$ cat src/dth_pkg.sv
/*
  Shared constants of the synthesizer and holdover block: addresses,
  fields, reset values, states and timing. Assumes 16-bit byte addresses.
*/
// Contract
// Accumulator adds the step word every clock, modulo 2^48.
// Overflow keeps the excess.
// 16-bit phase offset adds to accumulator; full range is one cycle.
// Software sets step words for at least 62.5 MHz.
// Free-run uses the free-running step word.
// Closed loop uses the loop filter word.
// 24-bit clamp limits bound frequency in all modes.
// Clamp limits reset to zero and full scale.
// Averaging interval is a 24-bit millisecond timer.
// Software never sets an interval of zero.
// Each interval end stores an independent mean of loop words.
// Each interval end pulses a strobe setting a masked status.
// Reference switch restarts averaging; clears history unless persistent.
// Clear bit 2 or clear input erases history.
// Without history the first value waits a full interval.
// After a clear, K gives averages at interval/2^K, doubling.
// After the first interval, averages come every full interval.
// Loop mode forces holdover, free-run or a reference.
// Switchover briefly holds over, lock status held.
// Holdover uses the last stored average when history exists.
// Without history, bit 4 picks free-run or last applied word.
// Valid reference ends holdover unless user holdover bit 6 is set.
// Clamp compares upper 24 bits, substitutes zero-padded limit.
package dth_pkg;

  localparam int unsigned SW_W  = 48;
  localparam int unsigned LIM_W = 24;
  localparam int unsigned PH_W  = 16;
  localparam int unsigned AV_W  = 24;

  // Register byte addresses; least significant byte at the lowest address.
  localparam logic [15:0] A_DAC_CUR  = 16'h0213;
  localparam logic [15:0] A_FREERUN  = 16'h0300;
  localparam logic [15:0] A_LIM_LO   = 16'h0307;
  localparam logic [15:0] A_LIM_HI   = 16'h030a;
  localparam logic [15:0] A_PH_OFS   = 16'h030d;
  localparam logic [15:0] A_AVG_TMR  = 16'h0318;
  localparam logic [15:0] A_HIST_CTL = 16'h031b;
  localparam logic [15:0] A_LOOP_MOD = 16'h0a01;
  localparam logic [15:0] A_HIST_CLR = 16'h0a03;
  localparam logic [15:0] A_HIST_AVG = 16'h0d14;
  localparam logic [15:0] A_STATUS   = 16'h0d1a;

  // History control fields.
  localparam int unsigned B_PERSIST  = 3;
  localparam int unsigned B_FALLBACK = 4;
  localparam int unsigned B_UPD_MASK = 5;
  // Loop mode fields.
  localparam int unsigned B_FORCE_REF = 3;
  localparam int unsigned B_FORCE_FR  = 5;
  localparam int unsigned B_USER_HOLD = 6;
  // Clear control and status fields.
  localparam int unsigned B_CLR_HIST  = 2;
  localparam int unsigned B_ST_UPD    = 0;
  localparam int unsigned B_ST_VALID  = 1;

  localparam logic [LIM_W-1:0] LIM_LO_RST = 24'h000000;
  localparam logic [LIM_W-1:0] LIM_HI_RST = 24'hffffff;
  localparam logic [AV_W-1:0]  TMR_RST    = 24'h000001;

  localparam int unsigned CLK_PERIOD_NS = 100;
  localparam int unsigned MS_NS         = 1000000;
  localparam int unsigned CYC_MS        = MS_NS / CLK_PERIOD_NS;

  typedef enum logic [1:0] {
    DTH_FREERUN = 2'b00,
    DTH_CLOSED  = 2'b01,
    DTH_SWITCH  = 2'b11,
    DTH_HOLD    = 2'b10
  } dth_state_e;

endpackage : dth_pkg

$ cat src/dth_core.sv
/*
  Synthesizer core: register file, loop mode control, step word choice,
  frequency clamp, phase accumulator with offset and the step word history
  engine. Assumes a byte-wide register port, a loop filter word presented
  every clock, and reference validity from the reference monitors.
*/
`timescale 1ns/10ps
module dth_core #(
  parameter int unsigned CYC_PER_MS = dth_pkg::CYC_MS
) (
  // Clock and reset
  input  wire logic        clk_sys,
  input  wire logic        rst,
  // Register port
  input  wire logic [15:0] reg_addr,
  input  wire logic [7:0]  reg_wdata,
  input  wire logic        reg_wr,
  input  wire logic        reg_rd,
  output logic      [7:0]  reg_rdata,
  // Loop filter and reference monitor
  input  wire logic [47:0] loop_step_word,
  input  wire logic        ref_valid,
  input  wire logic [2:0]  auto_ref,
  input  wire logic        phase_lock_in,
  input  wire logic        freq_lock_in,
  // Multifunction input
  input  wire logic        mf_clear_history,
  // Synthesizer and status outputs
  output logic      [15:0] phase_out,
  output logic      [47:0] active_step_word,
  output logic      [1:0]  loop_state,
  output logic      [2:0]  active_ref,
  output logic             phase_lock_out,
  output logic             freq_lock_out,
  output logic             history_strobe,
  output logic             history_irq
);

  localparam int unsigned MSW = $clog2(CYC_PER_MS + 1);

  function automatic logic [47:0] wr_byte(input logic [47:0] v,
      input logic [15:0] a, input logic [15:0] base, input int nb,
      input logic [7:0] d);
    logic [47:0] r;
    logic [15:0] off;
    r   = v;
    off = a - base;
    for (int i = 0; i < 6; i++) begin
      if (i < nb && off == 16'(i)) begin
        r[i*8 +: 8] = d;
      end
    end
    return r;
  endfunction : wr_byte

  function automatic logic [7:0] rd_byte(input logic [47:0] v,
      input logic [15:0] a, input logic [15:0] base, input int nb);
    logic [7:0]  r;
    logic [15:0] off;
    r   = 8'h00;
    off = a - base;
    for (int i = 0; i < 6; i++) begin
      if (i < nb && off == 16'(i)) begin
        r = v[i*8 +: 8];
      end
    end
    return r;
  endfunction : rd_byte

  // Register file.
  logic [15:0] dac_cur, next_dac_cur;
  logic [47:0] freerun, next_freerun;
  logic [23:0] lim_lo, next_lim_lo, lim_hi, next_lim_hi;
  logic [15:0] ph_ofs, next_ph_ofs;
  logic [23:0] avg_tmr, next_avg_tmr;
  logic [7:0]  hist_ctl, next_hist_ctl, loop_mod, next_loop_mod;
  logic [7:0]  clr_ctl, next_clr_ctl, next_rdata;
  logic        clr_wr;

  // Loop control.
  dth_pkg::dth_state_e state, next_state;
  logic [2:0]  sel_ref, next_cur_ref;
  logic        ref_switch, enter_hold;
  logic [47:0] hold_word, next_hold_word, chosen, clamped;
  logic        next_plock, next_flock;

  // History engine.
  logic [MSW-1:0] ms_cnt, next_ms_cnt;
  logic           ms_tick;
  logic [23:0]    elapsed, next_elapsed, e1;
  logic [24:0]    chk, next_chk, chk0;
  logic           first_int, next_first_int, hist_valid, next_hist_valid;
  logic [47:0]    stored_avg, next_stored_avg, avg;
  logic           avg_done, upd_st, next_upd_st, clr_req, wipe, restart;
  logic           snap, keep, next_strobe;
  logic [47:0]    acc, next_acc;
  logic [15:0]    next_phase;

  always_comb begin
    next_dac_cur  = dac_cur;
    next_freerun  = freerun;
    next_lim_lo   = lim_lo;
    next_lim_hi   = lim_hi;
    next_ph_ofs   = ph_ofs;
    next_avg_tmr  = avg_tmr;
    next_hist_ctl = hist_ctl;
    next_loop_mod = loop_mod;
    next_clr_ctl  = clr_ctl;
    next_clr_ctl[dth_pkg::B_CLR_HIST] = 1'b0;
    clr_wr        = 1'b0;
    if (reg_wr) begin
      next_dac_cur  = 16'(wr_byte(48'(dac_cur), reg_addr,
        dth_pkg::A_DAC_CUR, 2, reg_wdata));
      next_freerun  = wr_byte(freerun, reg_addr, dth_pkg::A_FREERUN, 6,
        reg_wdata);
      next_lim_lo   = 24'(wr_byte(48'(lim_lo), reg_addr,
        dth_pkg::A_LIM_LO, 3, reg_wdata));
      next_lim_hi   = 24'(wr_byte(48'(lim_hi), reg_addr,
        dth_pkg::A_LIM_HI, 3, reg_wdata));
      next_ph_ofs   = 16'(wr_byte(48'(ph_ofs), reg_addr,
        dth_pkg::A_PH_OFS, 2, reg_wdata));
      next_avg_tmr  = 24'(wr_byte(48'(avg_tmr), reg_addr,
        dth_pkg::A_AVG_TMR, 3, reg_wdata));
      if (reg_addr == dth_pkg::A_HIST_CTL) next_hist_ctl = reg_wdata;
      if (reg_addr == dth_pkg::A_LOOP_MOD) next_loop_mod = reg_wdata;
      if (reg_addr == dth_pkg::A_HIST_CLR) begin
        next_clr_ctl = reg_wdata;
        next_clr_ctl[dth_pkg::B_CLR_HIST] = 1'b0;
        clr_wr = reg_wdata[dth_pkg::B_CLR_HIST];
      end
    end
    next_rdata = reg_rdata;
    if (reg_rd) begin
      next_rdata = rd_byte(48'(dac_cur), reg_addr, dth_pkg::A_DAC_CUR, 2)
        | rd_byte(freerun, reg_addr, dth_pkg::A_FREERUN, 6)
        | rd_byte(48'(lim_lo), reg_addr, dth_pkg::A_LIM_LO, 3)
        | rd_byte(48'(lim_hi), reg_addr, dth_pkg::A_LIM_HI, 3)
        | rd_byte(48'(ph_ofs), reg_addr, dth_pkg::A_PH_OFS, 2)
        | rd_byte(48'(avg_tmr), reg_addr, dth_pkg::A_AVG_TMR, 3)
        | rd_byte(48'(hist_ctl), reg_addr, dth_pkg::A_HIST_CTL, 1)
        | rd_byte(48'(loop_mod), reg_addr, dth_pkg::A_LOOP_MOD, 1)
        | rd_byte(48'(clr_ctl), reg_addr, dth_pkg::A_HIST_CLR, 1)
        | rd_byte(stored_avg, reg_addr, dth_pkg::A_HIST_AVG, 6)
        | rd_byte({44'h0, state, hist_valid, upd_st}, reg_addr,
                  dth_pkg::A_STATUS, 1);
    end
  end

  always_ff @(posedge clk_sys) begin
    if (rst) begin
      dac_cur   <= '0;
      freerun   <= '0;
      lim_lo    <= dth_pkg::LIM_LO_RST;
      lim_hi    <= dth_pkg::LIM_HI_RST;
      ph_ofs    <= '0;
      avg_tmr   <= dth_pkg::TMR_RST;
      hist_ctl  <= '0;
      loop_mod  <= '0;
      clr_ctl   <= '0;
      reg_rdata <= '0;
    end else begin
      dac_cur   <= next_dac_cur;
      freerun   <= next_freerun;
      lim_lo    <= next_lim_lo;
      lim_hi    <= next_lim_hi;
      ph_ofs    <= next_ph_ofs;
      avg_tmr   <= next_avg_tmr;
      hist_ctl  <= next_hist_ctl;
      loop_mod  <= next_loop_mod;
      clr_ctl   <= next_clr_ctl;
      reg_rdata <= next_rdata;
    end
  end

  // Loop control and step word choice.
  always_comb begin
    sel_ref = loop_mod[dth_pkg::B_FORCE_REF] ? loop_mod[2:0] : auto_ref;
    next_state = state;
    unique case (state)
      dth_pkg::DTH_FREERUN: if (ref_valid) next_state = dth_pkg::DTH_CLOSED;
      dth_pkg::DTH_CLOSED: begin
        if (!ref_valid) next_state = dth_pkg::DTH_HOLD;
        else if (sel_ref != active_ref) next_state = dth_pkg::DTH_SWITCH;
      end
      // A switch holds over for one clock and recovers at once.
      dth_pkg::DTH_SWITCH: next_state = dth_pkg::DTH_CLOSED;
      dth_pkg::DTH_HOLD: if (ref_valid) next_state = dth_pkg::DTH_CLOSED;
    endcase
    if (loop_mod[dth_pkg::B_FORCE_FR]) begin
      next_state = dth_pkg::DTH_FREERUN;
    end else if (loop_mod[dth_pkg::B_USER_HOLD]) begin
      next_state = dth_pkg::DTH_HOLD;
    end
    ref_switch = sel_ref != active_ref
      && (next_state == dth_pkg::DTH_SWITCH
          || (state != dth_pkg::DTH_CLOSED
              && next_state == dth_pkg::DTH_CLOSED));
    next_cur_ref = ref_switch ? sel_ref : active_ref;
    enter_hold = (next_state == dth_pkg::DTH_HOLD
                  || next_state == dth_pkg::DTH_SWITCH)
      && state != dth_pkg::DTH_HOLD && state != dth_pkg::DTH_SWITCH;
    next_hold_word = hold_word;
    if (enter_hold) begin
      if (hist_valid) next_hold_word = stored_avg;
      else if (hist_ctl[dth_pkg::B_FALLBACK]) next_hold_word = active_step_word;
      else next_hold_word = freerun;
    end
    unique case (state)
      dth_pkg::DTH_FREERUN: chosen = freerun;
      dth_pkg::DTH_CLOSED:  chosen = loop_step_word;
      default:              chosen = hold_word;
    endcase
    // Only the upper half is compared so the limits stay 24 bits wide.
    if (chosen[47:24] > lim_hi) clamped = {lim_hi, 24'h000000};
    else if (chosen[47:24] < lim_lo) clamped = {lim_lo, 24'h000000};
    else clamped = chosen;
    // Lock status freezes across a switch and drops outside closed loop.
    next_plock = phase_lock_out;
    next_flock = freq_lock_out;
    if (next_state == dth_pkg::DTH_CLOSED && state != dth_pkg::DTH_SWITCH) begin
      next_plock = phase_lock_in;
      next_flock = freq_lock_in;
    end else if (next_state != dth_pkg::DTH_SWITCH
                 && state != dth_pkg::DTH_SWITCH) begin
      next_plock = 1'b0;
      next_flock = 1'b0;
    end
    next_acc   = acc + clamped;
    next_phase = acc[47:32] + ph_ofs;
  end

  // History engine.
  always_comb begin
    ms_tick      = ms_cnt == MSW'(CYC_PER_MS - 1);
    next_ms_cnt  = ms_tick ? '0 : ms_cnt + 1'b1;
    clr_req      = clr_wr || mf_clear_history;
    wipe = clr_req || (ref_switch && !hist_ctl[dth_pkg::B_PERSIST]);
    restart      = clr_req || ref_switch;
    chk0         = 25'(avg_tmr >> hist_ctl[2:0]);
    if (chk0 == 25'h0000000) chk0 = 25'h0000001;
    e1           = elapsed + 1'b1;
    next_elapsed = elapsed;
    next_chk     = chk;
    next_first_int = first_int;
    next_hist_valid = hist_valid;
    next_stored_avg = stored_avg;
    next_strobe  = 1'b0;
    snap         = 1'b0;
    keep         = 1'b0;
    if (avg_done) begin
      next_stored_avg = avg;
      next_hist_valid = 1'b1;
      next_strobe     = 1'b1;
    end
    if (restart) begin
      next_elapsed = '0;
    end else if (ms_tick && state == dth_pkg::DTH_CLOSED) begin
      next_elapsed = e1;
      if (e1 >= avg_tmr) begin
        snap           = 1'b1;
        next_elapsed   = '0;
        next_first_int = 1'b0;
      end else if (first_int && hist_ctl[2:0] != 3'h0
                   && 25'(e1) >= chk) begin
        snap     = 1'b1;
        keep     = 1'b1;
        next_chk = {chk[23:0], 1'b0};
      end
    end
    if (wipe) begin
      next_hist_valid = 1'b0;
      next_first_int  = 1'b1;
      next_chk        = chk0;
    end
    // A new strobe wins over a software clear of the status bit.
    next_upd_st = upd_st;
    if (reg_wr && reg_addr == dth_pkg::A_STATUS
        && reg_wdata[dth_pkg::B_ST_UPD]) next_upd_st = 1'b0;
    if (avg_done && hist_ctl[dth_pkg::B_UPD_MASK]) next_upd_st = 1'b1;
  end

  dth_avg #(
    .DW (48),
    .CW (24)
  ) u_avg (
    .clk_sys   (clk_sys),
    .rst       (rst),
    .sample_en (ms_tick && state == dth_pkg::DTH_CLOSED && !restart),
    .sample    (loop_step_word),
    .restart   (restart),
    .snap      (snap),
    .keep      (keep),
    .avg       (avg),
    .avg_done  (avg_done)
  );

  always_ff @(posedge clk_sys) begin
    if (rst) begin
      state            <= dth_pkg::DTH_FREERUN;
      active_ref       <= 3'h0;
      hold_word        <= '0;
      active_step_word <= '0;
      acc              <= '0;
      phase_out        <= '0;
      loop_state       <= 2'h0;
      phase_lock_out   <= 1'b0;
      freq_lock_out    <= 1'b0;
      ms_cnt           <= '0;
      elapsed          <= '0;
      chk              <= 25'h0000001;
      first_int        <= 1'b1;
      hist_valid       <= 1'b0;
      stored_avg       <= '0;
      upd_st           <= 1'b0;
      history_strobe   <= 1'b0;
      history_irq      <= 1'b0;
    end else begin
      state            <= next_state;
      active_ref       <= next_cur_ref;
      hold_word        <= next_hold_word;
      active_step_word <= clamped;
      acc              <= next_acc;
      phase_out        <= next_phase;
      loop_state       <= next_state;
      phase_lock_out   <= next_plock;
      freq_lock_out    <= next_flock;
      ms_cnt           <= next_ms_cnt;
      elapsed          <= next_elapsed;
      chk              <= next_chk;
      first_int        <= next_first_int;
      hist_valid       <= next_hist_valid;
      stored_avg       <= next_stored_avg;
      upd_st           <= next_upd_st;
      history_strobe   <= next_strobe;
      history_irq      <= next_upd_st;
    end
  end

endmodule : dth_core

$ cat src/dth_avg.sv
/*
  Memoryless averager: sums samples and, on a snap, divides the sum by
  the count with a serial restoring divider. Assumes snaps far apart.
*/
`timescale 1ns/10ps
module dth_avg #(
  parameter int unsigned DW = 48,
  parameter int unsigned CW = 24
) (
  // Clock and reset
  input  wire logic          clk_sys,
  input  wire logic          rst,
  // Samples and control
  input  wire logic          sample_en,
  input  wire logic [DW-1:0] sample,
  input  wire logic          restart,
  input  wire logic          snap,
  input  wire logic          keep,
  // Result
  output logic      [DW-1:0] avg,
  output logic               avg_done
);

  localparam int unsigned SW = DW + CW;
  localparam int unsigned NW = $clog2(SW + 1);

  logic [SW-1:0] sum, next_sum, quo, next_quo;
  logic [CW-1:0] cnt, next_cnt, dvs, next_dvs;
  logic [CW:0]   rem, next_rem, rem_sh;
  logic [NW-1:0] steps, next_steps;
  logic          busy, next_busy;
  logic [DW-1:0] next_avg;
  logic          next_done;
  logic [SW-1:0] sum_in;
  logic [CW-1:0] cnt_in;

  always_comb begin
    sum_in     = sample_en ? sum + SW'(sample) : sum;
    cnt_in     = sample_en ? cnt + 1'b1 : cnt;
    next_sum   = sum_in;
    next_cnt   = cnt_in;
    next_quo   = quo;
    next_dvs   = dvs;
    next_rem   = rem;
    next_steps = steps;
    next_busy  = busy;
    next_avg   = avg;
    next_done  = 1'b0;
    rem_sh     = {rem[CW-1:0], quo[SW-1]};
    if (restart) begin
      next_sum  = '0;
      next_cnt  = '0;
      next_busy = 1'b0;
    end else begin
      if (snap && !busy && cnt_in != '0) begin
        next_quo   = sum_in;
        next_dvs   = cnt_in;
        next_rem   = '0;
        next_steps = NW'(SW);
        next_busy  = 1'b1;
        if (!keep) begin
          // Each full interval starts from nothing.  //
          next_sum = '0;
          next_cnt = '0;
        end
      end else if (busy) begin
        if (rem_sh >= {1'b0, dvs}) begin
          next_rem = rem_sh - {1'b0, dvs};
          next_quo = {quo[SW-2:0], 1'b1};
        end else begin
          next_rem = rem_sh;
          next_quo = {quo[SW-2:0], 1'b0};
        end
        next_steps = steps - 1'b1;
        if (steps == NW'(1)) begin
          next_busy = 1'b0;
          next_done = 1'b1;
          next_avg  = next_quo[DW-1:0];
        end
      end
    end
  end

  always_ff @(posedge clk_sys) begin
    if (rst) begin
      sum      <= '0;
      cnt      <= '0;
      quo      <= '0;
      dvs      <= '0;
      rem      <= '0;
      steps    <= '0;
      busy     <= 1'b0;
      avg      <= '0;
      avg_done <= 1'b0;
    end else begin
      sum      <= next_sum;
      cnt      <= next_cnt;
      quo      <= next_quo;
      dvs      <= next_dvs;
      rem      <= next_rem;
      steps    <= next_steps;
      busy     <= next_busy;
      avg      <= next_avg;
      avg_done <= next_done;
    end
  end

endmodule : dth_avg

$ cat config.mk
export PLATFORM = sky130hd
export DESIGN_NAME = dth_core
export DESIGN_NICKNAME = d
export VERILOG_FILES = /design/src/dth_pkg.sv /design/src/dth_core.sv /design/src/dth_avg.sv
export SDC_FILE = /design/constraint.sdc
export NUM_CORES = 2
export LEC_CHECK = 0
export BUFFER_PORTS_ARGS = -buffer_cell sky130_fd_sc_hd__buf_2
export CORE_MARGIN = 2
export CORE_UTILIZATION = 45
export DETAILED_ROUTE_END_ITERATION = 8
export PLACE_DENSITY = 0.7
export RECOVER_POWER = 25
export SLEW_MARGIN = 20
export SYNTH_ARGS = -nofsm -noshare
export SYNTH_HDL_FRONTEND = slang
export SYNTH_SLANG_ARGS = --single-unit
export TNS_END_PERCENT = 50
$ cat constraint.sdc
create_clock -name clk_sys -period 6.5 [get_ports clk_sys]
set_clock_uncertainty 0.15 [all_clocks]
set_input_delay 1.3 -clock clk_sys [delete_from_list [all_inputs] [get_ports clk_sys]]
set_output_delay 1.3 -clock clk_sys [all_outputs]
set_load 0.01 [all_outputs]
==> results.tsv <==
stage	metric	value	unit
synth	yosysWarnings	0	
setup_path	r2r_end	acc[45]$_SDFF_PP0_	
setup_path	reg2reg_from	state[0]$_SDFF_PP0_	
cts	clkTransAtPathRegs	70	ps
setup_path	path_class	register to register	
floorplanning	fp.dieH	316	µm
power_and_ir_drop	pwr-share-comb	10.1	%
floorplanning	core	96600	µm²
job	cap_viol_max_count	3	
cts	clockBufferDepth	3	
outcome	violations	max-capacitance violations, max-slew violations	
floorplanning	io_pins	164	
power_and_ir_drop	powerDensity	214	nW/µm²
power_and_ir_drop	pwr-share-clk	46.1	%
synth	ys_seq_area_share	33.8	%
setup_path	cp.required	6890	ps
cts	cts_inserted_buffers	82	
power_and_ir_drop	finalPower	10600	µW
floorplanning	fp.dieW	316	µm
cts	clk_latency	670	ps
route	wire_per_inst	21.4	µm
floorplanning	die_area	99800	µm²
route	drtPass1Iterations	6	
timing	fmax	162	MHz
cts	htreeDepth	3	
global_route	grt_antenna_before_repair	12	
layout	final_cells	6993	
cts	tritoncts	done	
power_and_ir_drop	seqPwrFrac	43.8	%
synth	ys_ff_latch	738	
layout	nNetsFinal	5977	
global_route	grt_pass1_wl	227000	µm
timing	tightestPinTransition	2870	ps
timing	post-route-period-util	95.0	%
power_and_ir_drop	power.leakage	0.0193	µW
layout	fillCellCount	9203	
worst_hold_path	min_from	u_avg.avg[30]$_SDFFE_PP0P_	
setup_path	critical_path_arrival	6570	ps
floorplanning	num_rows	114	
power_and_ir_drop	switching_share	26.5	%
setup_path	cp_max_fo	19	
layout	area_delta_synth_final	13.1	%
timing	setup_viol	0	
layout	drive_above_1_share	9.85	%
route	wl_met2	66100	µm
timing	slew_viol_final	524	
route	finalWirelength	149000	µm
synth	avgSynthCellArea	7.93	µm²
route	met3_length	13700	µm
route	vias_per_cell	5.98	
route	met1_length	62000	µm
floorplanning	start_util	45.3	%
setup_path	cp-end-kind	register	
synth	synth_nets	5848	
cts	post_cts_buffers	0	
setup_path	startpoint_type	register	
placement	gp_congestion	0.994	
synth	synth.distinct_cells	92	
cts	cts_root_buf	clkbuf_16	
power_and_ir_drop	p_int	7810	µW
worst_hold_path	worstHoldEndpoint	u_avg.avg[30]$_SDFFE_PP0P_	
route	highest_layer	met5	
route	drt_first_iter_violations	4203	
setup_path	reg2reg_depth	24	
timing	relSlewSlack	-91.2	%
global_route	grt.total_usage	29.1	%
global_route	grt_pass1_vias	38611	
route	detail-route-antenna-nets	0	
synth	ys.flop_type	dfxtp_1	
route	num_vias	41830	
route	drcViolationCount	0	
placement	hpwl	110000	µm
worst_hold_path	hold_depth	2	
power_and_ir_drop	peakVddDrop	0.264	mV
synth	synth_area	43800	µm²
synth	synthCells	5518	
global_route	grt_overflow_total	0	
placement	portBuffers	163	
timing	rsz0062_at_grt	no	
timing	hold_viol	0	
cts	postCtsHoldBufs	0	
worst_hold_path	hp-class	register to register	
synth	synthArstFlopShare	0	%
global_route	grt_max_degree	209	
setup_path	r2r_setup_slack	330	ps
power_and_ir_drop	p_sw	2810	µW
synth	synth-edff-count	0	
cts	clock_sinks	738	
cts	cts.repair.resized	0	
placement	dp_cells	6839	
outcome	outcome	finished with violations	
timing	fin_crit	6170	ps
-- worst max-delay path, stage by stage, from the launching register on --
cell       delay, ps
dfxtp_4          590
buf_4            260
mux2i_1          200
o21ai_0          220
ha_1             380
o21ai_0           90
a2111oi_1        430
buf_4            180
nand4_1           90
o2bb2ai_1        170
or2_2            180
buf_4            220
a21oi_1           90
a21oi_1          230
ha_1             310
a21oi_1          190
nor2b_1           60
o21ai_0          150
nand2b_1          90
a221o_1          340
a311o_1          380
o21ai_0          250
a21oi_1          190
and3_1           200
or4_1            390
-- synthesized netlist by cell type, types with 55 or more instances --
cell type / n / area [µm²]
clkbuf_1: 280 / 1050
xor2_1: 89 / 780
nor2_1: 819 / 3070
nor3_1: 75 / 375
a21o_1: 97 / 728
inv_1: 184 / 691
a211oi_1: 182 / 1370
o21ai_0: 163 / 816
nand4_1: 72 / 450
a21oi_1: 568 / 2840
xnor2_1: 121 / 1060
ha_1: 243 / 3040
mux2i_1: 292 / 2920
nor2b_1: 64 / 400
o211ai_1: 55 / 413
and2_1: 119 / 744
dfxtp_1: 738 / 14800
nand3_1: 166 / 831
nand2_1: 477 / 1790
-- cell usage in the layout (no fill, tap or decap), types with 21 or more instances in the layout --
cell / instances
nor2_1: 818
dfxtp_1: 733
a21oi_1: 568
nand2_1: 477
mux2i_1: 292
ha_1: 243
buf_4: 241
inv_1: 184
a211oi_1: 182
nand3_1: 163
o21ai_0: 159
xnor2_1: 121
and2_1: 119
a21o_1: 96
clkbuf_1: 92
xor2_1: 89
clkbuf_16: 84
buf_2: 83
nor3_1: 73
nand4_1: 72
nor2b_1: 64
o211ai_1: 55
a22oi_1: 47
and3_1: 45
nor4_1: 35
or3_1: 28
nand2b_1: 27
a31oi_1: 27
mux2_2: 23
a22o_1: 23
nand3b_1: 22
clkbuf_8: 21
-- power by group through the flow --
stage	Combinational (µW)	Clock, µW	Sequential, µW
floorplan	644	0	4720
global placement	1050	0	4750
detailed placement	1060	0	4750
CTS	1070	4950	4650
global route	1160	5130	4650
finish	1080	4890	4650
-- stage by stage --
| step | worst slack (ps) | area (µm²) | hold WS [ps] | utilization (%) | setup TNS [ps] |
|---|---|---|---|---|---|
| CTS | 187 | 49600 | 305 | 51.4 | 0 |
| global route | 26.1 | 49500 | 322 | 51.3 | 0 |
| floorplan | 26.4 | 43800 | 263 | - | 0 |
| detailed placement | -426 | 46800 | 294 | 48.4 | -2320 |
| finish | 327 | 49500 | 304 | 51.3 | 0 |
| global placement | -314 | 46800 | 275 | 48.4 | -1160 |
-- kinds of logic (layout without fill, tap and decap cells) --
group	after synthesis	in the layout	synth area share, %
flip-flops	738	738	33.8
other	0	3	0
multiplexers	329	329	7.99
adder cells (fa/ha/maj)	247	247	7.13
AND/OR/NAND/NOR	2043	2043	21.6
XOR/XNOR	210	210	4.20
buffers and inverters	552	748	4.95
AO/OA/AOI/OAI	1399	1399	20.4
-- how the worst max path moves through the flow --
| stage | startpoint | to | depth (start not counted) |
|---|---|---|---|
| final | state[0]$_SDFF_PP0_ | acc[45]$_SDFF_PP0_ | 24 |
| after global routing | state[0]$_SDFF_PP0_ | acc[43]$_SDFF_PP0_ | 24 |
| after CTS | state[0]$_SDFF_PP0_ | acc[45]$_SDFF_PP0_ | 25 |
| after detailed placement | loop_step_word[38] | acc[45]$_SDFF_PP0_ | 25 |
| after global placement | loop_step_word[38] | acc[45]$_SDFF_PP0_ | 25 |
| after floorplan | loop_step_word[39] | acc[45]$_SDFF_PP0_ | 24 |
-- registers in the layout, summed over array words and instances, names as in the netlist, 25 cells and up --
name / flops
active_step_word: 48
chk: 25
stored_avg: 48
hold_word: 48
freerun: 48
u_avg.avg: 48
acc: 48
u_avg.quo: 72
u_avg.sum: 72
-- per-layer routing --
metal | up-vias | global-route usage (%)
met2 | 1723 | 45.6
met4 | 14 | 13.4
li1 | 19889 | -
met1 | 19824 | 38.1
met3 | 380 | 6.38
met5 | - | 0
-- final cells by class --
class	count	area [µm²]	area share [%]
timing repair buffer	411	2640	5.34
tap	1276	1600	3.22
antenna	3	7.51	0.0152
clock buffer	118	2440	4.93
inverter	186	698	1.41
multi-input combinational	4228	26900	54.4
sequential	738	14800	29.9
clock inverter	33	419	0.847
Note: power is estimated with default switching activity, not from simulation.
